--- config.mk ---
export PLATFORM = sky130hd
export DESIGN_NAME = kpm_menu
export DESIGN_NICKNAME = d
export VERILOG_FILES = /design/src/kpm_pkg.sv /design/src/kpm_menu.sv
export SDC_FILE = /design/constraint.sdc
export NUM_CORES = 2
export LEC_CHECK = 0
export BUFFER_PORTS_ARGS = -buffer_cell sky130_fd_sc_hd__buf_2
export CAP_MARGIN = 20
export CORE_UTILIZATION = 55
export DETAILED_ROUTE_END_ITERATION = 10
export PLACE_DENSITY = 0.73
export SLEW_MARGIN = 30
export SYNTH_ARGS = -nofsm -noshare
export SYNTH_HDL_FRONTEND = slang
export SYNTH_SLANG_ARGS = --single-unit
--- constraint.sdc ---
create_clock -name clk -period 63.7 [get_ports clk]
set_input_delay 6.37 -clock clk [delete_from_list [all_inputs] [get_ports clk]]
set_output_delay 6.37 -clock clk [all_outputs]
set_load 0.05 [all_outputs]
--- src/kpm_pkg.sv ---
package kpm_pkg;
  // clocking and tick timing
  localparam int CLK_HZ = 20_000_000;
  localparam int TICK_PERIOD_US = 1000;
  localparam int TICK_CYCLES = CLK_HZ / 1_000_000 * TICK_PERIOD_US;
  localparam int TENTH_MS = 100;
  localparam logic [6:0] TICKS_PER_TENTH = 7'(TENTH_MS * 1000 / TICK_PERIOD_US);
  localparam int CODE_TMO_S = 15;
  localparam logic [9:0] CODE_TMO_TENTHS = 10'(CODE_TMO_S * 10);
  localparam int REP_DELAY_MS = 500;
  localparam logic [3:0] REP_DELAY_TENTHS = 4'(REP_DELAY_MS / TENTH_MS);
  // key bit positions
  localparam int K_MODE = 0;
  localparam int K_NEXT = 1;
  localparam int K_DIGIT = 2;
  localparam int K_INC = 3;
  localparam int K_CLEAR = 4;
  // programming lines
  localparam int NCFG = 13;
  localparam logic [3:0] LAST_CFG = 4'd12;
  localparam logic [7:0] LINE_F3_FIRST = 8'd21;
  localparam logic [7:0] LINE_DP_BASE = 8'd25;
  localparam logic [7:0] LINE_STAT_FIRST = 8'd11;
  localparam logic [3:0] IDX_FUNC = 4'd0;
  localparam logic [3:0] IDX_DP2 = 4'd12;
  localparam logic [3:0] FIRST_SCALE = 4'd4;
  localparam logic [3:0] LAST_SCALE = 4'd6;
  localparam logic [3:0] IDX_UPD = 4'd7;
  localparam logic [3:0] IDX_SST = 4'd8;
  localparam logic [1:0] STAT_HIDDEN = 2'd2;
  localparam logic [1:0] STAT_NOCLR = 2'd1;
  localparam logic [2:0] FUNC_RATE = 3'd7;
  localparam logic [2:0] FUNC_LAST_SWAP = 3'd2;
  localparam logic [3:0] SST_OFF = 4'd8;
  localparam logic [3:0] SST_RETAIN = 4'd9;
  localparam logic [31:0] SCALE_ONE = 32'h0001_0000;
  localparam logic [31:0] SCALE_MIN = 32'h0000_0001;
  localparam logic [3:0] UPD_DEFAULT = 4'd1;
  localparam logic [2:0] CODE_DIGITS_LAST = 3'd3;
  // register offsets
  localparam logic [7:0] OFF_CODE = 8'h00;
  localparam logic [7:0] OFF_STATE = 8'h04;
  localparam logic [7:0] OFF_EDIT = 8'h08;
  localparam logic [7:0] OFF_STAT = 8'h0C;
  localparam logic [7:0] OFF_CFG_BASE = 8'h40;
  localparam logic [7:0] OFF_CFG_END = 8'h74;
  localparam logic [15:0] CODE_RESET = 16'h0000;

  typedef enum logic [3:0] {
    ST_OPER, ST_CODE, ST_CODE_BAD, ST_F1, ST_F1_END,
    ST_F2, ST_F2_END, ST_F3, ST_F3_END
  } kpm_state_e;

  // displayed line number of a field-three index
  function automatic logic [7:0] line_num(input logic [3:0] i);
    return (i < 4'd11) ? LINE_F3_FIRST + {4'd0, i}
                       : LINE_DP_BASE + {4'd0, i};
  endfunction : line_num

  function automatic logic is_scale(input logic [3:0] i);
    return (i >= FIRST_SCALE) && (i <= LAST_SCALE);
  endfunction : is_scale

  // highest digit value per line
  function automatic logic [3:0] dig_max(input logic [3:0] i);
    case (i)
      4'd0: return 4'd7;
      4'd1: return 4'd1;
      4'd2: return 4'd3;
      4'd3: return 4'd5;
      4'd7: return 4'd8;
      4'd8: return 4'd9;
      4'd9, 4'd10: return 4'd2;
      4'd11, 4'd12: return 4'd3;
      default: return 4'd9;
    endcase
  endfunction : dig_max

  function automatic logic [31:0] cfg_default(input logic [3:0] i);
    if (is_scale(i)) return SCALE_ONE;
    if (i == IDX_UPD) return {28'd0, UPD_DEFAULT};
    return 32'h0000_0000;
  endfunction : cfg_default

  // raise one bcd digit, stopping at its maximum
  function automatic logic [31:0] bump(input logic [31:0] v,
                                       input logic [2:0] p,
                                       input logic [3:0] mx);
    logic [31:0] r;
    logic [3:0] d;
    r = v;
    d = v[{p, 2'b00} +: 4];
    if (d < mx) r[{p, 2'b00} +: 4] = d + 4'd1;
    return r;
  endfunction : bump

  // display update period in tenths of a second
  function automatic logic [9:0] upd_tenths(input logic [3:0] c);
    case (c)
      4'd0: return 10'd5;
      4'd1: return 10'd10;
      4'd2: return 10'd20;
      4'd3: return 10'd30;
      4'd4: return 10'd50;
      4'd5: return 10'd100;
      4'd6: return 10'd200;
      4'd7: return 10'd300;
      default: return 10'd600;
    endcase
  endfunction : upd_tenths

  // standstill time in tenths; pulse-rate mode is ten times shorter
  function automatic logic [9:0] sst_tenths(input logic [3:0] c,
                                            input logic rate);
    logic [9:0] t;
    case (c)
      4'd0: t = 10'd1;
      4'd1: t = 10'd2;
      4'd2: t = 10'd3;
      4'd3: t = 10'd5;
      4'd4: t = 10'd10;
      4'd5: t = 10'd20;
      4'd6: t = 10'd30;
      default: t = 10'd60;
    endcase
    return rate ? t : 10'(t * 10'd10);
  endfunction : sst_tenths
endpackage : kpm_pkg

--- src/kpm_menu.sv ---
// The implementer's own choices: the placing of the registers and the strobed register port.
`timescale 1ns/100ps
module kpm_menu import kpm_pkg::*; #(
  parameter int TICK_LEN = TICK_CYCLES
) (
  input wire logic clk,
  input wire logic reset,
  input wire logic key_mode,
  input wire logic key_next,
  input wire logic key_digit,
  input wire logic key_inc,
  input wire logic key_clear,
  input wire logic [31:0] first_rate_channel,
  input wire logic [31:0] second_rate_channel,
  input wire logic [31:0] derived_result,
  input wire logic input_activity,
  input wire logic [7:0] bus_addr,
  input wire logic [31:0] bus_wdata,
  input wire logic bus_wr,
  input wire logic bus_rd,
  output logic [31:0] bus_rdata,
  output logic prog_mode,
  output logic code_prompt,
  output logic dotted_line,
  output logic [7:0] disp_line,
  output logic [31:0] disp_value,
  output logic [7:0] digit_flash,
  output logic [1:0] op_select,
  output logic clear_param,
  output logic reading_zero,
  output logic rate_update,
  output logic update_tick,
  output logic retain_readings,
  output logic [2:0] func_sel,
  output logic swap_channels,
  output logic quad_decode,
  output logic second_slow,
  output logic input_sinking,
  output logic [1:0] input_level,
  output logic [31:0] first_scale,
  output logic [31:0] second_scale,
  output logic [31:0] result_scale,
  output logic [1:0] first_unit,
  output logic [1:0] second_unit,
  output logic [1:0] first_dp,
  output logic [1:0] second_dp
);
  kpm_state_e state_reg;
  logic [31:0] tick_cnt_reg;
  logic [6:0] tenth_cnt_reg;
  logic ms_tick, tenth_tick;
  logic [4:0] keys_raw, samp_reg, db_reg, db_d_reg, press;
  logic [3:0] hold_reg;
  logic rep_pulse, next_go;
  logic [3:0] idx_reg;
  logic [2:0] dpos_reg;
  logic [31:0] edit_reg;
  logic [9:0] tmo_reg;
  logic [1:0] stat_reg [3];
  logic [31:0] cfg_edit [NCFG];
  logic [31:0] cfg_live [NCFG];
  logic [15:0] code_reg;
  logic code_ok, in_field;
  logic [9:0] upd_reg, sst_reg;

  // common millisecond and tenth ticks
  // divided time tick
  always_ff @(posedge clk or posedge reset) begin
    if (reset) begin
      tick_cnt_reg <= 32'h0000_0000;
      tenth_cnt_reg <= 7'h00;
    end else if (ms_tick) begin
      tick_cnt_reg <= 32'h0000_0000;
      tenth_cnt_reg <= tenth_tick ? 7'h00 : tenth_cnt_reg + 7'h01;
    end else begin
      tick_cnt_reg <= tick_cnt_reg + 32'h0000_0001;
    end
  end
  assign ms_tick = (tick_cnt_reg == 32'(TICK_LEN - 1));
  assign tenth_tick = ms_tick && (tenth_cnt_reg == TICKS_PER_TENTH - 7'h01);

  // key debounce: a level must agree on two ms samples
  assign keys_raw = {key_clear, key_inc, key_digit, key_next, key_mode};
  always_ff @(posedge clk or posedge reset) begin
    if (reset) begin
      samp_reg <= 5'h00;
      db_reg <= 5'h00;
      db_d_reg <= 5'h00;
    end else begin
      db_d_reg <= db_reg;
      if (ms_tick) begin
        samp_reg <= keys_raw;
        db_reg <= (db_reg & (samp_reg | keys_raw)) | (samp_reg & keys_raw);
      end
    end
  end
  assign press = db_reg & ~db_d_reg;

  // auto-repeat of the next key while held in field three
  // next key repeat
  always_ff @(posedge clk or posedge reset) begin
    if (reset) begin
      hold_reg <= 4'h0;
    end else if (!db_reg[K_NEXT] || state_reg != ST_F3) begin
      hold_reg <= 4'h0;
    end else if (tenth_tick && hold_reg != REP_DELAY_TENTHS) begin
      hold_reg <= hold_reg + 4'h1;
    end
  end
  assign rep_pulse = tenth_tick && (hold_reg == REP_DELAY_TENTHS)
                     && db_reg[K_NEXT] && (state_reg == ST_F3);
  assign next_go = press[K_NEXT] || rep_pulse;

  assign code_ok = (code_reg == CODE_RESET)
                   || (edit_reg[15:0] == code_reg);
  assign in_field = (state_reg == ST_F1) || (state_reg == ST_F1_END)
                    || (state_reg == ST_F2) || (state_reg == ST_F2_END)
                    || (state_reg == ST_F3) || (state_reg == ST_F3_END);

  // programming state machine with line and digit editing
  always_ff @(posedge clk or posedge reset) begin
    if (reset) begin
      state_reg <= ST_OPER;
      idx_reg <= 4'h0;
      dpos_reg <= 3'h0;
      edit_reg <= 32'h0000_0000;
      tmo_reg <= 10'h000;
      for (int i = 0; i < 3; i++) stat_reg[i] <= 2'h0;
      for (int i = 0; i < NCFG; i++) begin
        cfg_edit[i] <= cfg_default(4'(i));
        cfg_live[i] <= cfg_default(4'(i));
      end
    end else begin
      case (state_reg)
        ST_OPER: begin
          if (press[K_MODE]) begin
            state_reg <= ST_CODE;
            edit_reg <= 32'h0000_0000;
            dpos_reg <= 3'h0;
            tmo_reg <= 10'h000;
            for (int i = 0; i < NCFG; i++) cfg_edit[i] <= cfg_live[i];
          end
        end
        ST_CODE, ST_CODE_BAD: begin
          if (press[K_MODE]) begin
            state_reg <= ST_OPER;
          end else if (next_go) begin
            state_reg <= code_ok ? ST_F1 : ST_CODE_BAD;
            dpos_reg <= 3'h0;
            idx_reg <= 4'h0;
            tmo_reg <= 10'h000;
          end else begin
            if (press[K_DIGIT])
              dpos_reg <= (dpos_reg == CODE_DIGITS_LAST) ? 3'h0
                          : dpos_reg + 3'h1;
            if (press[K_INC])
              edit_reg <= bump(edit_reg, dpos_reg, 4'd9);
            if (state_reg == ST_CODE_BAD && tenth_tick) begin
              if (tmo_reg == CODE_TMO_TENTHS - 10'h001)
                state_reg <= ST_OPER;
              tmo_reg <= tmo_reg + 10'h001;
            end
          end
        end
        default: begin
          if (press[K_MODE]) begin
            state_reg <= ST_OPER;
            for (int i = 0; i < NCFG; i++)
              cfg_live[i] <= (is_scale(4'(i)) && cfg_edit[i] == 32'h0)
                             ? SCALE_MIN : cfg_edit[i];
          end else if (state_reg == ST_F3 && press[K_NEXT]
                       && db_reg[K_INC]) begin
            idx_reg <= (idx_reg == 4'h0) ? 4'h0 : idx_reg - 4'h1;
            dpos_reg <= 3'h0;
          end else if (next_go) begin
            dpos_reg <= 3'h0;
            case (state_reg)
              ST_F1: begin
                if (idx_reg == 4'h2) state_reg <= ST_F1_END;
                else idx_reg <= idx_reg + 4'h1;
              end
              ST_F1_END: begin
                state_reg <= ST_F2;
                idx_reg <= 4'h0;
                edit_reg <= {30'h0, stat_reg[0]};
              end
              ST_F2: begin
                stat_reg[idx_reg[1:0]] <= edit_reg[1:0];
                if (idx_reg == 4'h2) begin
                  state_reg <= ST_F2_END;
                end else begin
                  idx_reg <= idx_reg + 4'h1;
                  edit_reg <= {30'h0, stat_reg[idx_reg[1:0] + 2'h1]};
                end
              end
              ST_F3: begin
                if (idx_reg == LAST_CFG) state_reg <= ST_F3_END;
                else idx_reg <= idx_reg + 4'h1;
              end
              default: begin
                state_reg <= ST_F3;
                idx_reg <= 4'h0;
              end
            endcase
          end else if (state_reg == ST_F2) begin
            if (press[K_INC])
              edit_reg <= bump(edit_reg, 3'h0, {2'h0, STAT_HIDDEN});
            if (press[K_CLEAR]) edit_reg <= 32'h0000_0000;
          end else if (state_reg == ST_F3) begin
            if (press[K_DIGIT])
              dpos_reg <= is_scale(idx_reg) ? dpos_reg + 3'h1 : 3'h0;
            if (press[K_INC])
              cfg_edit[idx_reg] <= bump(cfg_edit[idx_reg], dpos_reg,
                                        dig_max(idx_reg));
            if (press[K_CLEAR]) cfg_edit[idx_reg] <= 32'h0000_0000;
          end
        end
      endcase
    end
  end

  // operating parameter selection and clearing
  always_ff @(posedge clk or posedge reset) begin
    if (reset) begin
      op_select <= 2'h0;
      clear_param <= 1'b0;
    end else begin
      clear_param <= 1'b0;
      if (state_reg == ST_OPER && press[K_NEXT]) begin
        if (stat_reg[(op_select == 2'h2) ? 2'h0 : op_select + 2'h1]
            != STAT_HIDDEN)
          op_select <= (op_select == 2'h2) ? 2'h0 : op_select + 2'h1;
        else if (stat_reg[(op_select == 2'h0) ? 2'h2 : op_select - 2'h1]
                 != STAT_HIDDEN)
          op_select <= (op_select == 2'h0) ? 2'h2 : op_select - 2'h1;
      end
      if (state_reg == ST_OPER && press[K_CLEAR]
          && stat_reg[op_select] < STAT_NOCLR)
        clear_param <= 1'b1;
      if (state_reg == ST_F1 && press[K_CLEAR])
        clear_param <= 1'b1;
    end
  end

  // update period and standstill timers
  always_ff @(posedge clk or posedge reset) begin
    if (reset) begin
      upd_reg <= 10'h000;
      sst_reg <= 10'h000;
      update_tick <= 1'b0;
      reading_zero <= 1'b0;
      rate_update <= 1'b0;
    end else begin
      update_tick <= 1'b0;
      reading_zero <= 1'b0;
      rate_update <= 1'b0;
      if (tenth_tick) begin
        if (upd_reg >= upd_tenths(cfg_live[IDX_UPD][3:0]) - 10'h001) begin
          upd_reg <= 10'h000;
          update_tick <= 1'b1;
        end else begin
          upd_reg <= upd_reg + 10'h001;
        end
      end
      if (input_activity || cfg_live[IDX_SST][3:0] >= SST_OFF) begin
        sst_reg <= 10'h000;
      end else if (tenth_tick) begin
        if (sst_reg >= sst_tenths(cfg_live[IDX_SST][3:0],
                                  func_sel == FUNC_RATE) - 10'h001) begin
          sst_reg <= 10'h000;
          reading_zero <= (func_sel != FUNC_RATE);
          rate_update <= (func_sel == FUNC_RATE);
        end else begin
          sst_reg <= sst_reg + 10'h001;
        end
      end
    end
  end

  // display line, value and flashing digit
  always_ff @(posedge clk or posedge reset) begin
    if (reset) begin
      disp_line <= 8'h00;
      disp_value <= 32'h0000_0000;
      digit_flash <= 8'h00;
    end else begin
      digit_flash <= in_field || state_reg == ST_CODE
                     || state_reg == ST_CODE_BAD ? 8'h01 << dpos_reg : 8'h00;
      case (state_reg)
        ST_F1: begin
          disp_line <= {4'h0, idx_reg} + 8'h01;
          disp_value <= (idx_reg == 4'h0) ? first_rate_channel
                      : (idx_reg == 4'h1) ? second_rate_channel
                      : derived_result;
        end
        ST_F2: begin
          disp_line <= LINE_STAT_FIRST + {4'h0, idx_reg};
          disp_value <= edit_reg;
        end
        ST_F3: begin
          disp_line <= line_num(idx_reg);
          disp_value <= cfg_edit[idx_reg];
        end
        ST_CODE, ST_CODE_BAD: begin
          disp_line <= 8'h00;
          disp_value <= edit_reg;
        end
        ST_OPER: begin
          disp_line <= 8'h00;
          disp_value <= (op_select == 2'h0) ? first_rate_channel
                      : (op_select == 2'h1) ? second_rate_channel
                      : derived_result;
        end
        default: begin
          disp_line <= 8'h00;
          disp_value <= 32'h0000_0000;
        end
      endcase
    end
  end

  // register port: code write, state and line readback
  always_ff @(posedge clk or posedge reset) begin
    if (reset) begin
      code_reg <= CODE_RESET;
      bus_rdata <= 32'h0000_0000;
    end else begin
      if (bus_wr && bus_addr == OFF_CODE) code_reg <= bus_wdata[15:0];
      bus_rdata <= 32'h0000_0000;
      if (bus_rd) begin
        if (bus_addr == OFF_CODE)
          bus_rdata <= {16'h0000, code_reg};
        else if (bus_addr == OFF_STATE)
          bus_rdata <= {16'h0000, state_reg, idx_reg, 5'h00,
                        op_select, prog_mode};
        else if (bus_addr == OFF_EDIT)
          bus_rdata <= edit_reg;
        else if (bus_addr == OFF_STAT)
          bus_rdata <= {26'h0, stat_reg[2], stat_reg[1], stat_reg[0]};
        else if (bus_addr >= OFF_CFG_BASE && bus_addr < OFF_CFG_END
                 && bus_addr[1:0] == 2'h0)
          bus_rdata <= cfg_live[bus_addr[5:2]];
      end
    end
  end

  // status outputs
  assign prog_mode = (state_reg != ST_OPER);
  assign code_prompt = (state_reg == ST_CODE) || (state_reg == ST_CODE_BAD);
  assign dotted_line = (state_reg == ST_F1_END) || (state_reg == ST_F2_END)
                       || (state_reg == ST_F3_END);
  assign func_sel = cfg_live[IDX_FUNC][2:0];
  assign swap_channels = cfg_live[1][0] && (func_sel <= FUNC_LAST_SWAP);
  assign quad_decode = cfg_live[2][0];
  assign second_slow = cfg_live[2][1];
  assign input_sinking = cfg_live[3][0];
  assign input_level = cfg_live[3][2:1];
  assign first_scale = cfg_live[4];
  assign second_scale = cfg_live[5];
  assign result_scale = cfg_live[6];
  assign retain_readings = (cfg_live[IDX_SST][3:0] == SST_RETAIN);
  assign first_unit = cfg_live[9][1:0];
  assign second_unit = cfg_live[10][1:0];
  assign first_dp = cfg_live[11][1:0];
  assign second_dp = cfg_live[IDX_DP2][1:0];

  logic [1:0] edit_low, idx_low;
  logic [2:0] edit_func;
  // plain copies for sampled-value use in checks
  assign edit_low = edit_reg[1:0];
  assign idx_low = idx_reg[1:0];
  assign edit_func = cfg_edit[IDX_FUNC][2:0];

  code_entry_a: assert property (@(posedge clk) disable iff (reset)
    state_reg == ST_OPER && press[K_MODE] |=> state_reg == ST_CODE)
    else $error("mode key did not open code prompt");
  bad_code_a: assert property (@(posedge clk) disable iff (reset)
    state_reg == ST_CODE && next_go && !code_ok && !press[K_MODE]
    |=> state_reg == ST_CODE_BAD && code_prompt)
    else $error("wrong code not refused");
  code_time_a: assert property (@(posedge clk) disable iff (reset)
    state_reg == ST_CODE_BAD |-> tmo_reg < CODE_TMO_TENTHS)
    else $error("code fallback overran");
  no_code_a: assert property (@(posedge clk) disable iff (reset)
    state_reg == ST_CODE && next_go && code_reg == CODE_RESET
    && !press[K_MODE] |=> state_reg == ST_F1 && idx_reg == 4'h0)
    else $error("empty code not accepted");
  field_order_a: assert property (@(posedge clk) disable iff (reset)
    state_reg == ST_F1_END && next_go && !press[K_MODE]
    |=> state_reg == ST_F2 && idx_reg == 4'h0)
    else $error("field two not entered");
  dots_shown_a: assert property (@(posedge clk) disable iff (reset)
    state_reg == ST_F1 && idx_reg == 4'h2 && next_go && !press[K_MODE]
    |=> dotted_line ##1 disp_line == 8'h00)
    else $error("dotted line missing after field one");
  stat_commit_a: assert property (@(posedge clk) disable iff (reset)
    state_reg == ST_F2 && next_go && !press[K_MODE]
    |=> stat_reg[$past(idx_low)] == $past(edit_low))
    else $error("status not stored on advance");
  hidden_skip_a: assert property (@(posedge clk) disable iff (reset)
    state_reg == ST_OPER && press[K_NEXT] && stat_reg[op_select] != 2'h2
    |=> stat_reg[op_select] != STAT_HIDDEN)
    else $error("hidden parameter selected");
  cfg_hold_a: assert property (@(posedge clk) disable iff (reset)
    state_reg == ST_F3 && !press[K_MODE] |=> $stable(func_sel))
    else $error("field three committed early");
  commit_a: assert property (@(posedge clk) disable iff (reset)
    state_reg == ST_F3 && press[K_MODE]
    |=> state_reg == ST_OPER && func_sel == $past(edit_func))
    else $error("field three not committed on exit");
endmodule : kpm_menu

### Word level (Yosys, flattened, before mapping)

Memories as Yosys holds them, arrays and structs flattened.
Cells that the tools add are included.

* $add $sub $neg: 22
* $mul: 1
* $lt $le $gt $ge: 22
* equality and inequality tests: 58
* shift operators: 6
* multiplexer cells: 158
* bitwise gates (word level): 20
* reduce and logical (&&, ||, !) cells: 72

Operators with widths (number)
* 416-bit two-way mux: 14
* 32-bit two-way mux: 38
* 416-bit one-hot mux with 2 select lines: 1
* 416-bit bitwise AND: 1
* 416-bit bitwise mux: 1
* 416-bit NOT: 1
* 32-bit binary-select mux with 4-bit select: 2
* 10-bit two-way mux: 13
* 32-bit demux with 4-bit select: 1
* 32-bit one-hot mux with 2 select lines: 2
* 32-bit one-hot mux with 4 select lines: 1
* 4-bit two-way mux: 30
* 32-bit logical NOT: 3
* 32-bit bitwise mux: 2
* 32-bit by 6-bit indexed part select with 4-bit output: 2
* 4-bit by 7-bit indexed part select with 32-bit output: 2
* 6-bit one-hot mux with 7 select lines: 1
* 3-bit two-way mux: 12
* 32-bit by 1-bit adder with 32-bit output (second input constant): 1
* 32-bit by 15-bit equality test with 1-bit output (second input constant): 1
* 4-bit by 3-bit equality test with 1-bit output (second input constant): 8
* 4-bit by 7-bit variable shift with 32-bit output (first input constant): 1
* 10-bit by 1-bit adder with 10-bit output (second input constant): 3
* 2-bit two-way mux: 13
* 89 further kinds: 205

* register bits after elaboration: 1071
* ROM bits: 136
* input port bits: 146
* output and inout port bits: 203
* word-level logic and storage cells: 414
* memories kept: 2

Memories
* (name not given): depth 8, bits a word 9, rd ports 1, clocked after memory_dff 0, write ports 0, line kpm_pkg.sv:99 `case (c)`
* (name not given): depth 16, bits a word 4, rd ports 1, clocked after memory_dff 0, write ports 0, line kpm_pkg.sv:66 `case (i)`

### Logic depth before layout (Yosys ltp)

* depth after elaboration: 35
* depth in mapped cells: 24
* depth with buffers taken out: 16

### Least setup slack after synthesis

No wires, ideal clock.

* path type: input to register
* from: input port bus_addr[2]
* to: register bus_rdata[12]
* setup time: 119 ps
* arrival: 9334 ps
* data required time: 63581 ps
* slack: 54247 ps
* stages on the path: 8
* buffers on the path: 4
* cell sequence: clkbuf_1 > clkbuf_1 > buf_1 > buf_1 > mux4_2 > a221oi_1 > o22ai_1 > and2_1

* word-level cells in the longest chain between the ends: 10
* elaborated cells between the ends (all ways): 18
* classes of those cells: 2 x order compare; 3 x eq/ne; 9 x mux; 1 x bitwise; 3 x reduce/logical

Ends and longest elaborated chain
* start: declaration: line kpm_menu.sv:17 `input wire logic [7:0] bus_addr,`
* 4-bit NOT with 5-bit output (implied by the code): line kpm_menu.sv:342 `bus_rdata <= cfg_live[bus_addr[5:2]];`
* 32-bit binary-select mux with 4-bit select: line kpm_menu.sv:342
* 32-bit two-way mux (implied by the code) (2 in a row): line kpm_menu.sv:342
* 32-bit two-way mux: line kpm_menu.sv:340 `else if (bus_addr >= OFF_CFG_BASE && bus_addr < OFF_CFG_END`
* 32-bit two-way mux: line kpm_menu.sv:338 `else if (bus_addr == OFF_STAT)`
* 32-bit two-way mux: line kpm_menu.sv:336 `else if (bus_addr == OFF_EDIT)`
* 32-bit two-way mux: line kpm_menu.sv:333 `else if (bus_addr == OFF_STATE)`
* 32-bit two-way mux (*): line kpm_menu.sv:331 `if (bus_addr == OFF_CODE)`
* 32-bit two-way mux (*): line kpm_menu.sv:330 `if (bus_rd) begin`
* end signal: assignment: line kpm_menu.sv:332 `bus_rdata <= {16'h0000, code_reg};`
* end signal: assignment: line kpm_menu.sv:334 `bus_rdata <= {16'h0000, state_reg, idx_reg, 5'h00,`
* end signal: assignment: line kpm_menu.sv:337 `bus_rdata <= edit_reg;`
* end: declaration: line kpm_menu.sv:21 `output logic [31:0] bus_rdata,`

Mark *: on every way between the ends. The rest lies on a longest branch, timed or not. The select of a mux whose other input is x is not followed.
A chain may end at the register's enable or synchronous reset.

### Worst setup path in the final report

* from: input port bus_addr[3]
* to: register bus_rdata[10]

Same word-level chain as after synthesis.

==> impl_metrics.csv <==
group,metric,value,unit
setup_path,path_class,"input port to flop",
synthesis,synthesis.area,0.0565,mm²
grt,gr-total-overflow,0,
routing,drcViolationCount,0,
placement,dpl.cell_count,6560,
grt,antenna_found_initial,14,
clock_network,cts_root_buf,"clkbuf_16",
sta,tns,0,ps
floorplan,dieArea,0.104,mm²
routing,via_per_inst,7.09,
power,vdd_drop_max,0.0000249,V
floorplan,fp-row-count,117,
setup_path,cp_data_required_time,64310,ps
grt,track_usage,41.0,%
outcome,status,"finished, final reports clean",
clock_network,numCtsBuffers,112,
clock_network,cts_setup_buffers,0,
hold_path,hp-class,"flop to flop",
clock_network,postCtsResizedCells,0,
job,drv_cap,0,
grt,grt_first_pass_wirelength,311000,µm
sta,fin_crit,10130,ps
placement,dp_hpwl,142000,µm
layout,largest_register_ff_count,320,
layout,final.fill_count,8221,
routing,ant_nets,0,
synthesis,yosys.area.top_type,"dfrtp_1",
clock_network,cts_buffer_depth,3,
sta,whs,459,ps
synthesis,yosysMostFrequentCell,"dfrtp_1",
layout,utilization,61.6,%
power,p_leak,28.1,nW
synthesis,syn_avg_cell_area,10.8,µm²
synthesis,synth_edf_count,0,
clock_network,cts_sinks,1069,
routing,finalWirelength,215000,µm
layout,largestRegisters,"cfg_edit: 320 flops, cfg_live: 304 flops",
floorplan,io-pin-count,349,
synthesis,synth_area_leaders,"dfrtp_1 47%, mux2_2 9.0%, mux4_2 6.2%",
layout,fin_nets,5532,
sta,finalCritPeriodShare,15.9,%
setup_path,arrival,10740,ps
power,power.density,22.5,mW/mm²
layout,area_delta_synth_final,10.9,%
clock_network,htreeDepth,3,
placement,gp_congestion,1.08,
routing,num_vias,48100,
synthesis,ys_seq_elements,1069,
sta,finalSetupViolations,0,
synthesis,ys_types,96,
setup_path,worstPathMaxFanout,47,
floorplan,die_h,323,µm
clock_network,clock_latency,760,ps
grt,grt_max_degree,186,
synthesis,synth_top_area_share,47.0,%
setup_path,start_kind,"input port",
floorplan,dieWidth,323,µm
placement,port_buffers,330,
layout,drive_above_1_share,25.1,%
floorplan,core_area,0.102,mm²
sta,timing.final.max_slew_violations,0,
power,finalPower,1.41,mW
clock_network,clk_pin_slew,70,ps
layout,regMostFlops,"cfg_edit",
synthesis,yosys_warnings,0,
layout,stdcell_count,6783,
routing,drt_iter0_markers,6948,
synthesis,synthFlopType,"dfrtp_1",
routing,wl_per_cell,31.7,µm
synthesis,synthArstFlopShare,100,%
routing,drt_pass1_iterations,9,
setup_path,endpoint_kind,"flop",
synthesis,yosys-top-cells-count,"1061 x dfrtp_1, 451 x mux2_2, 408 x nand2_1",
clock_network,cts_hold_buf,0,
floorplan,start_util,55.5,%
sta,worst_pin_slew,1270,ps
sta,grt_setup_unrepaired,"no",
sta,final_hold_viol_count,0,
synthesis,netlist_instances,5247,
sta,maxSlewHeadroom,15.6,%
grt,grt_pass1_vias,45900,
synthesis,ys_seq_area_share,47.3,%
sta,finalClockSkew,66.0,ps
clock_network,cts_tree,"built",
sta,max_clock_freq,0.0987,GHz
[path summary, 6_finish.rpt]
path                        startpoint            end  slack (ps)  cells past startpoint
max                        bus_addr[3]  bus_rdata[10]       53570                      9
min                          db_reg[2]    db_d_reg[2]         460                      0
max reg2reg                 idx_reg[1]           flop       55920                     18
min reg2reg                  db_reg[2]    db_d_reg[2]         460                      0
max in group asynchronous        reset  cfg_edit[238]       55840                      4
min in group asynchronous        reset   cfg_edit[85]        5750                      2
[final cells by class]
cell class                      count  area (µm²)  share of cell area [%]
Antenna cell                        6        15.0                  0.0239
Clock buffer                      164        3260                    5.20
Clock inverter                     45         619                   0.988
Inverter                           50         201                   0.321
Multi-Input combinational cell   3608       27200                    43.4
Sequential cell                  1069       26800                    42.7
Tap cell                         1368        1710                    2.73
Timing Repair Buffer              473        2920                    4.65
[per-stage QoR]
stage	setup slack [ps]	cell area, µm²
after detailed placement	53130	58600
after global placement	53050	58500
after floorplan	27250	56500
final	53570	62700
after global routing	53690	62700
after CTS	53880	62500
[power breakdown]
group / total (mW) / switching, mW / internal [mW]
combinational: 0.0382 / 0.0280 / 0.0102
sequential: 0.681 / 0.000910 / 0.680
clock: 0.690 / 0.292 / 0.398
[metal layers]
| metal | track usage (%) | wire, µm | share of wire, % |
|---|---|---|---|
| met3 | 14.2 | 29900 | 14 |
| met1 | 52.6 | 77300 | 36 |
| met4 | 28.2 | 17900 | 8.3 |
| met5 | 0 | 79 | 0.037 |
| met2 | 58.2 | 89700 | 42 |
[cell usage in the layout, fill, tap and decap left out, drive strengths merged, types with 19 or more instances in the layout]
master   count
a22oi      356
a211oi      19
nor2b       25
mux4       155
a21oi      202
clkbuf     165
buf        472
and2        31
nand2      408
ha          70
a21o        26
nand3       58
a31oi       64
a222oi      31
o21ai      552
o21a        34
nor4        52
inv         51
and3        36
mux2i      151
nor3       121
mux2       457
xor2        41
a22o        37
clkinv      28
nand2b      24
xnor2       35
a221oi      51
nand4       45
o22ai       31
nor2       300
or3         20
dfrtp     1061
a2bb2oi     21
[critical path: stages]
cell	delay [ps]
buf_4	670
buf_4	730
buf_4	740
mux4_2	420
nand2_1	80
a21oi_1	180
a221oi_1	920
o22ai_1	290
and2_1	250
[kinds of logic (layout without fill, tap and decap cells)]
logic type,Yosys count,in the layout,synth area share (%)
AND/OR/NAND/NOR,1165,1165,9.57
multiplexers,763,763,18.0
XOR/XNOR,76,76,1.18
AO/OA/AOI/OAI,1530,1530,17.4
buffers and inverters,571,732,4.89
adder cells (fa/ha/maj),72,72,1.62
other,1,8,0.00663
flip-flops,1069,1069,47.3
Power figures use the tool's default switching activity.
